**src/vds_defs.svh**
```systemverilog
// Purpose: offsets, field layouts, reset values and constants of the slicer setup block
// Assumes: 8-bit subaddressed register port in front of the block
// Notes:   definitions only
`ifndef VDS_DEFS_SVH
`define VDS_DEFS_SVH

`define VDS_ADDR_IMASK      8'h2d
`define VDS_ADDR_CTRL1      8'h40
`define VDS_ADDR_LT_FIRST   8'h41
`define VDS_ADDR_LT21       8'h54
`define VDS_ADDR_LT_LAST    8'h57
`define VDS_ADDR_FCODE      8'h58
`define VDS_ADDR_SLICE_H_OFFSET       8'h59
`define VDS_ADDR_SLICE_V_OFFSET       8'h5a
`define VDS_ADDR_SLICE_FIELD_OFFSET       8'h5b
`define VDS_ADDR_RSV_A      8'h5c
`define VDS_ADDR_HDR        8'h5d
`define VDS_ADDR_SLICED_ID_CODE       8'h5e
`define VDS_ADDR_RSV_B      8'h5f
`define VDS_ADDR_ST0        8'h60
`define VDS_ADDR_ST1        8'h61
`define VDS_ADDR_ST2        8'h62

`define VDS_RST_IMASK       8'h00
`define VDS_RST_CTRL1       8'h40
`define VDS_RST_LT          8'hff
`define VDS_RST_LT21        8'h5f
`define VDS_RST_FCODE       8'h00
`define VDS_RST_SLICE_H_OFFSET        8'h47
`define VDS_RST_SLICE_V_OFFSET        8'h06
`define VDS_RST_SLICE_FIELD_OFFSET        8'h83
`define VDS_RST_HDR         8'h3e
`define VDS_RST_SLICED_ID_CODE        8'h00
// shadow offsets as the register reset values combine them
`define VDS_RST_SLICE_H_OFFSET_FULL   11'h347
`define VDS_RST_SLICE_V_OFFSET_FULL   9'h006

// writable bits; reserved positions store and read as zero
`define VDS_MASK_IMASK      8'h1d
`define VDS_MASK_CTRL1      8'h70
`define VDS_MASK_SLICE_FIELD_OFFSET       8'hd7
`define VDS_MASK_HDR        8'hbf
`define VDS_MASK_SLICED_ID_CODE       8'h3f

`define VDS_NUM_LINES       23
`define VDS_LT21_INDEX      19
`define VDS_VIDEO_TEXT_ARBITRATION_SEL_ON         2'h3
`define VDS_ITU_HID         6'h3e
`define VDS_LT_VIDEO        4'hf
`define VDS_SYNC_ONES       8'hff
`define VDS_SYNC_ZERO       8'h00
`define VDS_HDR_LAST        3'h4
`define VDS_TRL_LAST        3'h3

`endif

```
**src/vds_pkg.sv**
```systemverilog
// Purpose: types shared by the slicer setup block and its tests
// Assumes: nothing
// Notes:   constants live in vds_defs.svh
package vds_pkg;

	typedef enum logic [1:0] {
		ST_PASS = 2'b00,
		ST_HDR  = 2'b01,
		ST_DATA = 2'b10,
		ST_TRL  = 2'b11
	} vds_state_t;

	// one sliced byte, last marks the end of a line's payload
	typedef struct packed {
		logic       last;
		logic [7:0] data;
	} vds_word_t;

	typedef struct packed {
		logic       framing8_valid;
		logic       framing7_valid;
		logic       program_service_valid;
		logic       pp_valid_flag;
		logic       caption_valid;
		logic [3:0] data_type_code;
	} vds_detect_t;

	typedef struct packed {
		logic       wr;
		logic       rd;
		logic [7:0] addr;
		logic [7:0] wdata;
	} vds_reg_req_t;

endpackage

```
**src/vds_fifo.sv**
```systemverilog
// Purpose: small FIFO for sliced bytes between slicer core and merger
// Assumes: DEPTH a power of two, at least 2
// Notes:   in_ready and out_valid come from flops
`timescale 1ns/1ps
module vds_fifo #(
	parameter int W     = 9,
	parameter int DEPTH = 4
) (
	input  wire logic         ref_clk,
	input  wire logic         rstn,
	input  wire logic         in_valid,
	input  wire logic [W-1:0] in_data,
	output logic              in_ready,
	output logic              out_valid,
	output logic [W-1:0]      out_data,
	input  wire logic         out_ready
);
	localparam int AW = $clog2(DEPTH);

	generate
		if (DEPTH < 2 || (DEPTH & (DEPTH - 1)) != 0) begin : g_bad
			$error("vds_fifo: DEPTH must be a power of two of at least 2");
		end
	endgenerate

	logic [W-1:0]  mem [DEPTH];
	logic [AW-1:0] wr_ptr_reg;
	logic [AW-1:0] rd_ptr_reg;
	logic [AW:0]   cnt_reg;
	logic [AW:0]   cnt_next;
	wire           push = in_valid && in_ready;
	wire           pop  = out_valid && out_ready;

	assign cnt_next = (push && !pop) ? cnt_reg + 1'b1 :
	                  (!push && pop) ? cnt_reg - 1'b1 : cnt_reg;
	assign out_data = mem[rd_ptr_reg];

	always_ff @(posedge ref_clk) begin
		if (push) begin
			mem[wr_ptr_reg] <= in_data;
		end
	end

	always_ff @(posedge ref_clk) begin
		if (!rstn) begin
			wr_ptr_reg <= '0;
			rd_ptr_reg <= '0;
			cnt_reg    <= '0;
			in_ready   <= 1'b1;
			out_valid  <= 1'b0;
		end else begin
			wr_ptr_reg <= push ? wr_ptr_reg + 1'b1 : wr_ptr_reg;
			rd_ptr_reg <= pop ? rd_ptr_reg + 1'b1 : rd_ptr_reg;
			cnt_reg    <= cnt_next;
			in_ready   <= cnt_next != (AW+1)'(DEPTH);
			out_valid  <= cnt_next != '0;
		end
	end
endmodule

```
**src/vds_slicer_setup.sv**
```systemverilog
// Purpose: VBI data slicer setup, status capture and sliced data merge
// Assumes: video, slicer core and formatter run on ref_clk
// Notes:   register port answers a read one clock later
`include "vds_defs.svh"
`timescale 1ns/1ps

// Summary of operation
// - sliced packet is appended after each scaled line when regions overlap.
// - one eight-bit line type register per line 2 to 24, consecutive subaddresses.
// - line 21 resets to 5F, others FF: captions line 21 field 1.
// - packets framed by sync codes; header id 3E sets code MSB.
// - header register: field reference bit 7, bit 6 zero, id bits 5:0.
// - horizontal offset is eleven bits, top three from field offset bits 2:0.
// - vertical offset is nine bits, ninth bit from field offset bit 4.
// - field offset register keeps field offset bit 7, select bit 6.
// - sliced id code occupies bits 5:0, upper bits read zero.
// - status byte 0 reports five valid flags in bits 6 to 2.
// - status bytes 1 and 2 report field flag, line number, type.
// - mask register gates program service, pp, caption and FIFO error events.
module vds_slicer_setup #(
	parameter int FIFO_DEPTH = 4
) (
	input  wire logic                ref_clk,
	input  wire logic                rstn,
	input  wire vds_pkg::vds_reg_req_t reg_req,
	output logic [7:0]               reg_rdata,
	input  wire logic [1:0]          video_text_arbitration_sel,
	input  wire logic                field_start,
	input  wire logic                field_id,
	input  wire logic                line_start,
	input  wire logic                scl_window,
	input  wire logic                vid_valid,
	input  wire logic [7:0]          vid_data,
	input  wire logic                vid_line_end,
	output logic                     vid_ready,
	input  wire logic                slc_byte_valid,
	input  wire vds_pkg::vds_word_t  slc_byte,
	output logic                     slc_byte_ready,
	input  wire logic                slc_done,
	input  wire vds_pkg::vds_detect_t slc_detect,
	output logic                     slc_enable,
	output logic [3:0]               slc_line_type,
	output logic [10:0]              slc_h_offset,
	output logic [7:0]               slc_framing_code,
	output logic                     slc_field_offset,
	output logic                     slc_select_a,
	output logic [3:0]               slc_flag_event,
	output logic                     out_valid,
	output logic [7:0]               out_data,
	input  wire logic                out_ready
);
	import vds_pkg::*;

	////////////////////////////////////////////////////////////////////////
	logic [7:0]  imask_reg;
	logic [7:0]  ctrl1_reg;
	logic [7:0]  lt_reg [`VDS_NUM_LINES];
	logic [7:0]  fcode_reg;
	logic [7:0]  slice_h_offset_reg;
	logic [7:0]  slice_v_offset_reg;
	logic [7:0]  slice_field_offset_reg;
	logic [7:0]  hdr_reg;
	logic [7:0]  sliced_id_code_reg;
	logic [7:0]  st0_reg;
	logic [7:0]  st1_reg;
	logic [7:0]  st2_reg;
	logic [7:0]  sh_lt_reg [`VDS_NUM_LINES];
	logic [10:0] sh_slice_h_offset_reg;
	logic [8:0]  sh_slice_v_offset_reg;
	logic        field1_reg;
	logic [8:0]  line_cnt_reg;
	vds_state_t  state_reg;
	vds_state_t  state_next;
	logic [2:0]  idx_reg;
	logic [2:0]  idx_next;
	logic [3:0]  pkt_type_reg;
	logic        emit;
	logic [7:0]  emit_byte;
	logic        fifo_pop;
	logic        fifo_valid;
	vds_word_t   fifo_word;
	logic        out_valid_next;

	////////////////////////////////////////////////////////////////////////
	// register port decode
	wire       wr       = reg_req.wr;
	wire [7:0] addr     = reg_req.addr;
	wire [7:0] wdata    = reg_req.wdata;
	wire       is_lt    = addr >= `VDS_ADDR_LT_FIRST && addr <= `VDS_ADDR_LT_LAST;
	wire [4:0] lt_idx   = 5'(addr - `VDS_ADDR_LT_FIRST);
	wire       wr_lt    = wr && is_lt;
	wire       wr_imask = wr && addr == `VDS_ADDR_IMASK;
	wire       wr_ctrl1 = wr && addr == `VDS_ADDR_CTRL1;
	wire       wr_fcode = wr && addr == `VDS_ADDR_FCODE;
	wire       wr_slice_h_offset  = wr && addr == `VDS_ADDR_SLICE_H_OFFSET;
	wire       wr_slice_v_offset  = wr && addr == `VDS_ADDR_SLICE_V_OFFSET;
	wire       wr_slice_field_offset  = wr && addr == `VDS_ADDR_SLICE_FIELD_OFFSET;
	wire       wr_hdr   = wr && addr == `VDS_ADDR_HDR;
	wire       wr_sliced_id_code  = wr && addr == `VDS_ADDR_SLICED_ID_CODE;

	// reserved, status and unmapped subaddresses read as zero or state
	wire [7:0] rdata_sel =
		is_lt                     ? lt_reg[lt_idx] :
		addr == `VDS_ADDR_IMASK   ? imask_reg :
		addr == `VDS_ADDR_CTRL1   ? ctrl1_reg :
		addr == `VDS_ADDR_FCODE   ? fcode_reg :
		addr == `VDS_ADDR_SLICE_H_OFFSET    ? slice_h_offset_reg :
		addr == `VDS_ADDR_SLICE_V_OFFSET    ? slice_v_offset_reg :
		addr == `VDS_ADDR_SLICE_FIELD_OFFSET    ? slice_field_offset_reg :
		addr == `VDS_ADDR_HDR     ? hdr_reg :
		addr == `VDS_ADDR_SLICED_ID_CODE    ? sliced_id_code_reg :
		addr == `VDS_ADDR_ST0     ? st0_reg :
		addr == `VDS_ADDR_ST1     ? st1_reg :
		addr == `VDS_ADDR_ST2     ? st2_reg : 8'h00;

	always_ff @(posedge ref_clk) begin
		if (!rstn) begin
			for (int i = 0; i < `VDS_NUM_LINES; i++) begin
				lt_reg[i] <= (i == `VDS_LT21_INDEX) ? `VDS_RST_LT21 : `VDS_RST_LT;
			end
		end else if (wr_lt) begin
			lt_reg[lt_idx] <= wdata;
		end
	end

	// control registers with their write masks, and the registered read data
	always_ff @(posedge ref_clk) begin
		if (!rstn) begin
			imask_reg <= `VDS_RST_IMASK;
			ctrl1_reg <= `VDS_RST_CTRL1;
			fcode_reg <= `VDS_RST_FCODE;
			slice_h_offset_reg  <= `VDS_RST_SLICE_H_OFFSET;
			slice_v_offset_reg  <= `VDS_RST_SLICE_V_OFFSET;
			slice_field_offset_reg  <= `VDS_RST_SLICE_FIELD_OFFSET;
			hdr_reg   <= `VDS_RST_HDR;
			sliced_id_code_reg  <= `VDS_RST_SLICED_ID_CODE;
			reg_rdata <= 8'h00;
		end else begin
			imask_reg <= wr_imask ? (wdata & `VDS_MASK_IMASK) : imask_reg;
			ctrl1_reg <= wr_ctrl1 ? (wdata & `VDS_MASK_CTRL1) : ctrl1_reg;
			fcode_reg <= wr_fcode ? wdata : fcode_reg;
			slice_h_offset_reg  <= wr_slice_h_offset ? wdata : slice_h_offset_reg;
			slice_v_offset_reg  <= wr_slice_v_offset ? wdata : slice_v_offset_reg;
			slice_field_offset_reg  <= wr_slice_field_offset ? (wdata & `VDS_MASK_SLICE_FIELD_OFFSET) : slice_field_offset_reg;
			hdr_reg   <= wr_hdr ? (wdata & `VDS_MASK_HDR) : hdr_reg;
			sliced_id_code_reg  <= wr_sliced_id_code ? (wdata & `VDS_MASK_SLICED_ID_CODE) : sliced_id_code_reg;
			reg_rdata <= reg_req.rd ? rdata_sel : reg_rdata;
		end
	end

	////////////////////////////////////////////////////////////////////////
	// field timing and per-field settings
	wire [10:0] slice_h_offset_full = {slice_field_offset_reg[2:0], slice_h_offset_reg};
	wire [8:0]  slice_v_offset_full = {slice_field_offset_reg[4], slice_v_offset_reg};

	always_ff @(posedge ref_clk) begin
		if (!rstn) begin
			sh_slice_h_offset_reg  <= `VDS_RST_SLICE_H_OFFSET_FULL;
			sh_slice_v_offset_reg  <= `VDS_RST_SLICE_V_OFFSET_FULL;
			field1_reg   <= 1'b1;
			line_cnt_reg <= 9'h000;
			for (int i = 0; i < `VDS_NUM_LINES; i++) begin
				sh_lt_reg[i] <= `VDS_RST_LT;
			end
		end else if (field_start) begin
			sh_slice_h_offset_reg  <= slice_h_offset_full;
			sh_slice_v_offset_reg  <= slice_v_offset_full;
			field1_reg   <= field_id == hdr_reg[7];
			line_cnt_reg <= 9'h001;
			for (int i = 0; i < `VDS_NUM_LINES; i++) begin
				sh_lt_reg[i] <= lt_reg[i];
			end
		end else if (line_start && line_cnt_reg != 9'h1ff) begin
			line_cnt_reg <= line_cnt_reg + 9'h001;
		end
	end

	wire [8:0] rel_line  = line_cnt_reg - sh_slice_v_offset_reg;
	wire       in_region = line_cnt_reg >= sh_slice_v_offset_reg && rel_line < 9'(`VDS_NUM_LINES);
	wire [7:0] cur_lt    = sh_lt_reg[rel_line[4:0]];
	// high nibble field 1, low nibble field 2
	wire [3:0] cur_type  = field1_reg ? cur_lt[7:4] : cur_lt[3:0];
	wire       active    = video_text_arbitration_sel == `VDS_VIDEO_TEXT_ARBITRATION_SEL_ON;

	always_ff @(posedge ref_clk) begin
		if (!rstn) begin
			slc_enable       <= 1'b0;
			slc_line_type    <= `VDS_LT_VIDEO;
			slc_h_offset     <= 11'h000;
			slc_framing_code <= 8'h00;
			slc_field_offset <= 1'b0;
			slc_select_a     <= 1'b0;
		end else begin
			slc_enable       <= active && in_region && cur_type != `VDS_LT_VIDEO;
			slc_line_type    <= in_region ? cur_type : `VDS_LT_VIDEO;
			slc_h_offset     <= sh_slice_h_offset_reg;
			slc_framing_code <= fcode_reg;
			slc_field_offset <= slice_field_offset_reg[7];
			slc_select_a     <= slice_field_offset_reg[6];
		end
	end

	////////////////////////////////////////////////////////////////////////
	// status capture and masked events
	wire fifo_err = slc_byte_valid && !slc_byte_ready;

	// field flag, line number, data type
	always_ff @(posedge ref_clk) begin
		if (!rstn) begin
			st0_reg        <= 8'h00;
			st1_reg        <= 8'h00;
			st2_reg        <= 8'h00;
			slc_flag_event <= 4'h0;
		end else begin
			if (slc_done) begin
				st0_reg <= {1'b0, slc_detect.framing8_valid, slc_detect.framing7_valid,
				            slc_detect.program_service_valid, slc_detect.pp_valid_flag,
				            slc_detect.caption_valid, 2'b00};
				st1_reg <= {2'b00, !field1_reg, line_cnt_reg[8:4]};
				st2_reg <= {line_cnt_reg[3:0], slc_detect.data_type_code};
			end
			slc_flag_event <= {slc_done && slc_detect.program_service_valid && imask_reg[4],
			                   slc_done && slc_detect.pp_valid_flag && imask_reg[3],
			                   slc_done && slc_detect.caption_valid && imask_reg[2],
			                   fifo_err && imask_reg[0]};
		end
	end

	////////////////////////////////////////////////////////////////////////
	// sliced byte buffer
	vds_fifo #(
		.W     ($bits(vds_word_t)),
		.DEPTH (FIFO_DEPTH)
	) u_fifo (
		.ref_clk   (ref_clk),
		.rstn      (rstn),
		.in_valid  (slc_byte_valid),
		.in_data   (slc_byte),
		.in_ready  (slc_byte_ready),
		.out_valid (fifo_valid),
		.out_data  (fifo_word),
		.out_ready (fifo_pop)
	);

	////////////////////////////////////////////////////////////////////////
	// output merge: video, then framed sliced packet
	// code MSB follows header id
	wire       fc_msb    = hdr_reg[5:0] == `VDS_ITU_HID;
	wire [7:0] sav_code  = {fc_msb, !field1_reg, 1'b0, pkt_type_reg, 1'b0};
	wire [7:0] eav_code  = {fc_msb, !field1_reg, 1'b1, pkt_type_reg, 1'b0};
	wire [7:0] hdr_byte  = idx_reg == 3'h0 ? `VDS_SYNC_ONES :
	                       idx_reg == 3'h3 ? sav_code :
	                       idx_reg == 3'h4 ? sliced_id_code_reg : `VDS_SYNC_ZERO;
	wire [7:0] trl_byte  = idx_reg == 3'h0 ? `VDS_SYNC_ONES :
	                       idx_reg == 3'h3 ? eav_code : `VDS_SYNC_ZERO;
	wire       slot_free = !out_valid || out_ready;
	wire       take_vid  = vid_valid && vid_ready;
	// overlap of slicer and scaler regions
	wire       merge_ok  = active && scl_window && in_region && fifo_valid;

	always_comb begin
		state_next = state_reg;
		idx_next   = idx_reg;
		emit       = 1'b0;
		emit_byte  = out_data;
		fifo_pop   = 1'b0;
		case (state_reg)
			ST_PASS: begin
				if (take_vid) begin
					emit      = 1'b1;
					emit_byte = vid_data;
					if (vid_line_end && merge_ok) begin
						state_next = ST_HDR;
						idx_next   = 3'h0;
					end
				end
			end
			ST_HDR: begin
				if (slot_free) begin
					emit      = 1'b1;
					emit_byte = hdr_byte;
					idx_next  = idx_reg + 3'h1;
					if (idx_reg == `VDS_HDR_LAST) begin
						state_next = ST_DATA;
					end
				end
			end
			ST_DATA: begin
				if (slot_free && fifo_valid) begin
					emit      = 1'b1;
					emit_byte = fifo_word.data;
					fifo_pop  = 1'b1;
					if (fifo_word.last) begin
						state_next = ST_TRL;
						idx_next   = 3'h0;
					end
				end
			end
			ST_TRL: begin
				if (slot_free) begin
					emit      = 1'b1;
					emit_byte = trl_byte;
					idx_next  = idx_reg + 3'h1;
					if (idx_reg == `VDS_TRL_LAST) begin
						state_next = ST_PASS;
					end
				end
			end
			default: begin
				state_next = ST_PASS;
			end
		endcase
	end

	assign out_valid_next = emit || (out_valid && !out_ready);

	always_ff @(posedge ref_clk) begin
		if (!rstn) begin
			state_reg    <= ST_PASS;
			idx_reg      <= 3'h0;
			pkt_type_reg <= `VDS_LT_VIDEO;
			out_valid    <= 1'b0;
			out_data     <= 8'h00;
			vid_ready    <= 1'b0;
		end else begin
			state_reg    <= state_next;
			idx_reg      <= idx_next;
			pkt_type_reg <= (state_reg == ST_PASS) ? cur_type : pkt_type_reg;
			out_valid    <= out_valid_next;
			out_data     <= emit ? emit_byte : out_data;
			vid_ready    <= state_next == ST_PASS && !out_valid_next;
		end
	end

	////////////////////////////////////////////////////////////////////////
	// checks
	property p_gate;
		@(posedge ref_clk) disable iff (!rstn)
		slc_enable |-> $past(video_text_arbitration_sel) == `VDS_VIDEO_TEXT_ARBITRATION_SEL_ON;
	endproperty
	a_gate: assert property (p_gate) else $error("slicer enabled while gate off");

	property p_append;
		@(posedge ref_clk) disable iff (!rstn)
		state_reg == ST_PASS && take_vid && vid_line_end && merge_ok
		|=> state_reg == ST_HDR ##1 (state_reg == ST_HDR)[*4];
	endproperty
	a_append: assert property (p_append) else $error("packet not started");

	property p_line_write;
		@(posedge ref_clk) disable iff (!rstn)
		wr_lt |=> lt_reg[$past(lt_idx)] == $past(wdata);
	endproperty
	a_line_write: assert property (p_line_write) else $error("line type lost");

	property p_lt21_reset;
		@(posedge ref_clk) disable iff (!rstn)
		$past(!rstn) |-> lt_reg[`VDS_LT21_INDEX] == `VDS_RST_LT21 && lt_reg[0] == `VDS_RST_LT;
	endproperty
	a_lt21_reset: assert property (p_lt21_reset) else $error("line type reset wrong");

	property p_code_msb;
		@(posedge ref_clk) disable iff (!rstn)
		state_reg == ST_HDR && idx_reg == 3'h3 && emit |=> out_data[7] == $past(fc_msb);
	endproperty
	a_code_msb: assert property (p_code_msb) else $error("framing code msb wrong");

	property p_hdr_layout;
		@(posedge ref_clk) disable iff (!rstn)
		wr_hdr |=> hdr_reg[6] == 1'b0 && hdr_reg[5:0] == $past(wdata[5:0])
		       && hdr_reg[7] == $past(wdata[7]);
	endproperty
	a_hdr_layout: assert property (p_hdr_layout) else $error("header register wrong");

	property p_slice_h_offset;
		@(posedge ref_clk) disable iff (!rstn)
		field_start |-> ##2 slc_h_offset == $past(slice_h_offset_full, 2);
	endproperty
	a_slice_h_offset: assert property (p_slice_h_offset) else $error("horizontal offset wrong");

	property p_slice_v_offset;
		@(posedge ref_clk) disable iff (!rstn)
		field_start |=> sh_slice_v_offset_reg == $past(slice_v_offset_full);
	endproperty
	a_slice_v_offset: assert property (p_slice_v_offset) else $error("vertical offset wrong");

	property p_sliced_id_code;
		@(posedge ref_clk) disable iff (!rstn)
		wr_sliced_id_code |=> sliced_id_code_reg == {2'b00, $past(wdata[5:0])};
	endproperty
	a_sliced_id_code: assert property (p_sliced_id_code) else $error("sliced id wrong");

	property p_status;
		@(posedge ref_clk) disable iff (!rstn)
		slc_done |=> st0_reg[6:2] == $past(slc_detect[8:4])
		          && st2_reg == {$past(line_cnt_reg[3:0]), $past(slc_detect.data_type_code)};
	endproperty
	a_status: assert property (p_status) else $error("status capture wrong");

	property p_mask;
		@(posedge ref_clk) disable iff (!rstn)
		slc_done && slc_detect.caption_valid |=> slc_flag_event[1] == $past(imask_reg[2]);
	endproperty
	a_mask: assert property (p_mask) else $error("caption event mask wrong");

	property p_hold;
		@(posedge ref_clk) disable iff (!rstn)
		!field_start |=> $stable(sh_slice_v_offset_reg) && $stable(sh_slice_h_offset_reg);
	endproperty
	a_hold: assert property (p_hold) else $error("offsets changed mid-field");

	property p_st_ro;
		@(posedge ref_clk) disable iff (!rstn)
		!slc_done |=> $stable(st0_reg) && $stable(st1_reg) && $stable(st2_reg);
	endproperty
	a_st_ro: assert property (p_st_ro) else $error("status changed without data");

	c_packet: cover property (@(posedge ref_clk) disable iff (!rstn)
		state_reg == ST_TRL && state_next == ST_PASS);
	c_caption: cover property (@(posedge ref_clk) disable iff (!rstn)
		slc_done && slc_detect.caption_valid);
	c_fifo_full: cover property (@(posedge ref_clk) disable iff (!rstn)
		slc_byte_valid && !slc_byte_ready);
endmodule

```
**config.mk**
```make
export PLATFORM = sky130hd
export DESIGN_NAME = vds_slicer_setup
export DESIGN_NICKNAME = d
export VERILOG_FILES = /design/src/vds_pkg.sv /design/src/vds_fifo.sv /design/src/vds_slicer_setup.sv
export VERILOG_INCLUDE_DIRS = /design/src
export SDC_FILE = /design/constraint.sdc
export NUM_CORES = 1
export LEC_CHECK = 0
export ABC_AREA = 0
export ABC_CLOCK_PERIOD_IN_PS = 11290
export BUFFER_PORTS_ARGS = -buffer_cell sky130_fd_sc_hd__buf_2
export CORE_MARGIN = 1.5
export CORE_UTILIZATION = 40
export CTS_CLUSTER_DIAMETER = 50
export DETAILED_ROUTE_END_ITERATION = 12
export HOLD_SLACK_MARGIN = 0.02
export SYNTH_ARGS = -nofsm -noshare
export SYNTH_HDL_FRONTEND = slang
export SYNTH_SLANG_ARGS = --single-unit
```
**constraint.sdc**
```tcl
create_clock -name ref_clk -period 11.29 [get_ports ref_clk]
set_clock_uncertainty 0.1 [all_clocks]
set_input_delay 1.129 -clock ref_clk [delete_from_list [all_inputs] [get_ports ref_clk]]
set_output_delay 1.129 -clock ref_clk [all_outputs]
set_load 0.005 [all_outputs]
```
Word level (Yosys, flattened, before mapping). Memory sizes are Yosys's and may differ from the RTL's. A register that Yosys moved wholly into a read port is not among the register bits. Cells that the tools add are included.

Add/sub/neg operators: 8. Reduce and logical (&&, ||, !) cells: 54. Magnitude comparators: 4. Muxes and demuxes: 84. Equal/unequal tests: 29. Bitwise operators: 24.

Operators with widths (count): 8-bit two-way mux (44); 8-bit by 7-bit == test with 1-bit output, second input constant (10); 1-bit logical AND (34); 8-bit case mux with 4 select lines (1); 1-bit OR (23); 3-bit two-way mux (7); 2-bit two-way mux (10); 1-bit two-way mux (16); 2-bit != test, second input constant (6); 5-bit AND reduction (2); 9-bit by 1-bit adder with 9-bit output, second input constant (1); 9-bit >= comparator (1); 9-bit by 5-bit less-than comparator with 1-bit output, second input constant (1); 9-bit != test, second input constant (1); 3-bit case mux with 3 select lines (1); 9-bit subtractor (1); 8-bit by 6-bit == test with 1-bit output, second input constant (1); 8-bit by 7-bit >= comparator with 1-bit output, second input constant (1); 8-bit by 7-bit <= comparator with 1-bit output, second input constant (1); 2-bit case mux with 4 select lines (1); 8-bit OR reduction (1); 1-bit logical NOT (7); 3-bit by 1-bit adder with 3-bit output, second input constant (2); 2-bit == test, second input constant (3); other kinds (23) (27).

Bits in writable memories: 404. Memories kept: 3. Input port bits: 57. Output and inout port bits: 49. Flip-flop bits (word level): 165.

Memory list: lt_reg (depth 23, bits a word 8, rd ports 24, clocked after Yosys merged registers in 0, write ports 23, RTL line vds_slicer_setup.sv:57) `` logic [7:0] lt_reg [`VDS_NUM_LINES]; ``; sh_lt_reg (depth 23, bits a word 8, rd ports 1, clocked after Yosys merged registers in 0, write ports 23, RTL line vds_slicer_setup.sv:67) `` logic [7:0] sh_lt_reg [`VDS_NUM_LINES]; ``; u_fifo.mem (depth 4, bits a word 9, rd ports 1, clocked after Yosys merged registers in 1, write ports 1, RTL line vds_fifo.sv:26) `logic [W-1:0] mem [DEPTH];`.

Longest topological paths before layout.
Word-level depth: 13. Gate-level depth with buffers: 14. Mapped depth without buffers: 12.

By module. From an unflattened synthesis, not the netlist that was laid out.

Cell total of the unflattened synthesis: 2182. Area, all modules: 28696.3 sq um.

By module, submodules not included: vds_slicer_setup (cells an instance 2073, area an instance 26783.2 sq um, seq. area each 16335.7 sq um, instances 1); vds_fifo (cells an instance 109, area an instance 1913.1 sq um, seq. area each 1301.2 sq um, instances 1).

Worst setup path after synthesis. OpenSTA, ideal clock, no wires.

Kind: in2reg. From: input port field_start. To: memory sh_lt_reg[0][0], enable pin. Stages: 3. Data required time: 10.569 ns. Slack: 3.812 ns. Arrival: 6.757 ns. Buffers on the path: 2. Path through: clkbuf_1 > nand2b_1 > clkbuf_1.

RTL lines: from (decl) (RTL line vds_slicer_setup.sv:28) `input wire logic field_start,`; to (decl) (RTL line vds_slicer_setup.sv:67).

==> flow_summary.json <==
{
  "fp.dieH_um": 271,
  "grt_pass1_wl_mm": 116,
  "path_cells": "buf_4 -> ha_1 -> inv_1 -> nand3_1 -> and3_1 -> and3_1 -> and2_1 -> nand2_1 -> nand2_1",
  "total_power_mw": 5.56,
  "setup_tns_ns": 0,
  "cts_inserted_buffers": 76,
  "drtAntennaViolNets": 0,
  "via_count": 17800,
  "ys_async_sr_fraction_pct": 0,
  "leakagePower_nw": 11.0,
  "post_cts_buffers": 0,
  "drive_above_1_share_pct": 29.0,
  "drv_slew": 0,
  "tightestPinTransition_ns": 1.24,
  "max_cap_violations": 0,
  "synth_top_area_share_pct": 49.7,
  "firstDrtPassIters": 5,
  "synth_top_area_cell": "edfxtp_1",
  "rsz0062_at_grt": "false",
  "start_util_pct": 40.3,
  "ir_worst_vdd_v": 0.000116,
  "area_delta_synth_final_pct": 13.0,
  "worstSkewPairLatency_ns": 0.63,
  "synthTopCellsByCount": "476 x edfxtp_1, 265 x or2_2, 185 x nand2_1, 167 x dfxtp_1, 122 x mux4_2",
  "slew_headroom_pct": 17.0,
  "ys.warnings.count": 0,
  "tritoncts": "built",
  "synth_nets": 2230,
  "synth_cells": 2147,
  "clockBufferDepth": 3,
  "antenna_found_initial": 11,
  "start_kind": "input pin",
  "layoutNonFillerInstCount": 3213,
  "grt_max_degree": 145,
  "avgViaCountPerCell": 5.55,
  "drt_wl_total_mm": 76.9,
  "largest_register_ffs": 256,
  "ys.flop_type": "edfxtp_1",
  "yosysSeqAreaShare_pct": 61.4,
  "grt_pass1_vias": 17800,
  "hold_buffers": 0,
  "place_inst": 3075,
  "cts_resized": 0,
  "clk_pin_slew_ns": 0.06,
  "status": "finished, final reports clean",
  "path_class": "input pin to register",
  "clock.fmax_mhz": 205,
  "h-tree-depth": 3,
  "core_area_sq_um": 71400,
  "post-place-ws_ns": 5.77,
  "hold_ws_ns": 0.366,
  "clock_sinks": 643,
  "drt-initial-drc-count": 1687,
  "nNetsFinal": 2286,
  "slowest_stage": "and2_1",
  "synth_area_leaders": "edfxtp_1 50%, dfxtp_1 12%, mux4_2 9.6%",
  "worstPathRequired_ns": 11.46,
  "synth_edf_count": 476,
  "drc_errors": 0,
  "wl_per_cell_um": 23.9,
  "die_area_sq_um": 73500,
  "cpPeakStageDelay_ns": 0.86,
  "cp.arrival_ns": 5.05,
  "gr-total-overflow": 0,
  "min-delay-path-class": "register to register",
  "die_w_um": 271,
  "rows": 98,
  "cp_top_family": "simple AND/OR/NAND/NOR gates",
  "setup_viol": 0,
  "crit_fanout": 35,
  "place_congestion": 0.868,
  "powerDensity_nw_per_um2": 171,
  "syn_avg_cell_area_sq_um": 13.4,
  "synth_cell_types": 83,
  "ys_seq_elements": 643,
  "ctsRootBufferMaster": "clkbuf_16",
  "num_antenna_cells": 0,
  "endpoint_kind": "register",
  "grt_util_all_layers_pct": 21.0,
  "layout_setup_ws_ns": 6.41,
  "fin_crit_sh_pct": 43.2,
  "yosysMostFrequentCell": "edfxtp_1",
  "worst-path-buf-inv": 2,
  "io_pins": 106,
  "place.port_buffers": 105,
  "dp_hpwl_mm": 51.7,
  "hold_viol_final": 0,
  "final.min_clock_period_ns": 4.88,
  "syn_area_sq_um": 28700
}
where the power goes:
part	total (mW)	internal [mW]	switching, mW	leakage (nW)
registers	2.68	2.63	0.0524	5.80
clock network	2.45	1.45	0.996	1.22
logic	0.431	0.168	0.264	4.01
worst reg2reg max path, cell delays in order (launching register included):
cell      delay (ns)
dfxtp_1         0.39
inv_1           0.12
ha_4            0.58
buf_4           0.61
mux4_2          0.70
mux4_2          0.61
a221oi_2        0.55
o211ai_1        0.16
kinds of logic after synthesis:
logic type      after synthesis  synth area share [%]
compound gates              233                  5.72
fa+ha+maj                    26                  1.16
flops                       643                  61.4
mux                         190                  12.0
simple gates                848                  16.2
xor+xnor                     21                 0.770
buf+inv                     186                  2.81
final timing paths:
check / startpoint / to / slack (ns) / cells after the start
max: reg_req[8] / lt_reg[6][6]$_SDFFCE_PN1P_ / 6.41 / 9
min: sh_slice_h_offset_reg[8]$_SDFFE_PN1P_ / slc_h_offset[8]$_SDFF_PN0_ / 0.37 / 1
max reg2reg: line_cnt_reg[0]$_SDFFE_PN0P_ / pkt_type_reg[2]$_SDFFE_PN1P_ / 7.32 / 7
min reg2reg: sh_slice_h_offset_reg[8]$_SDFFE_PN1P_ / slc_h_offset[8]$_SDFF_PN0_ / 0.37 / 1
layout by cell type (no fill, tap or decap), types with 5 or more instances in the layout:
master	instances
clkbuf_1	16
mux2i_1	64
a21oi_1	37
o211ai_1	20
edfxtp_1	476
or2_2	265
inv_1	37
nor3_1	6
nand3_1	118
nand2_1	184
clkbuf_16	78
mux4_2	122
nand4_1	9
nor2_1	55
a31oi_1	9
clkinv_1	9
o211a_1	9
nand2b_1	50
nor2b_1	57
xor2_1	7
ha_1	23
xnor2_1	9
clkinv_2	10
or2_1	19
buf_4	23
bufinv_16	7
a22oi_1	21
buf_2	103
o21ai_0	43
and3_1	13
and2_1	40
dfxtp_1	167
o221ai_1	8
a211oi_1	5
a21boi_0	35
stage by stage:
step / area (sq um) / utilization (%)
global route: 32500 / 45.5
floorplan: 28700 / -
finish: 32500 / 45.5
global placement: 30000 / 42.0
detailed placement: 30000 / 42.0
CTS: 32500 / 45.5
routing by layer:
layer  wire, um  vias up  part of all wire (%)  GRT usage [%]
li1           -     7986                     -              -
met1      33700     9020                    44           29.3
met2      35300      664                    46           33.0
met3       5690      133                   7.4           4.18
met4       2040       16                   2.7           6.66
met5         87        -                  0.11              0
final cells by class:
class,instances,area (sq um)
fillers,6405,38900
repair buffers,127,699
clock buffers,96,2040
flip-flops and latches,643,17600
multi-input cells,1318,10300
inverters,37,139
clock inverters,42,463
well taps,950,1190
(Power assumes the default switching activity.)
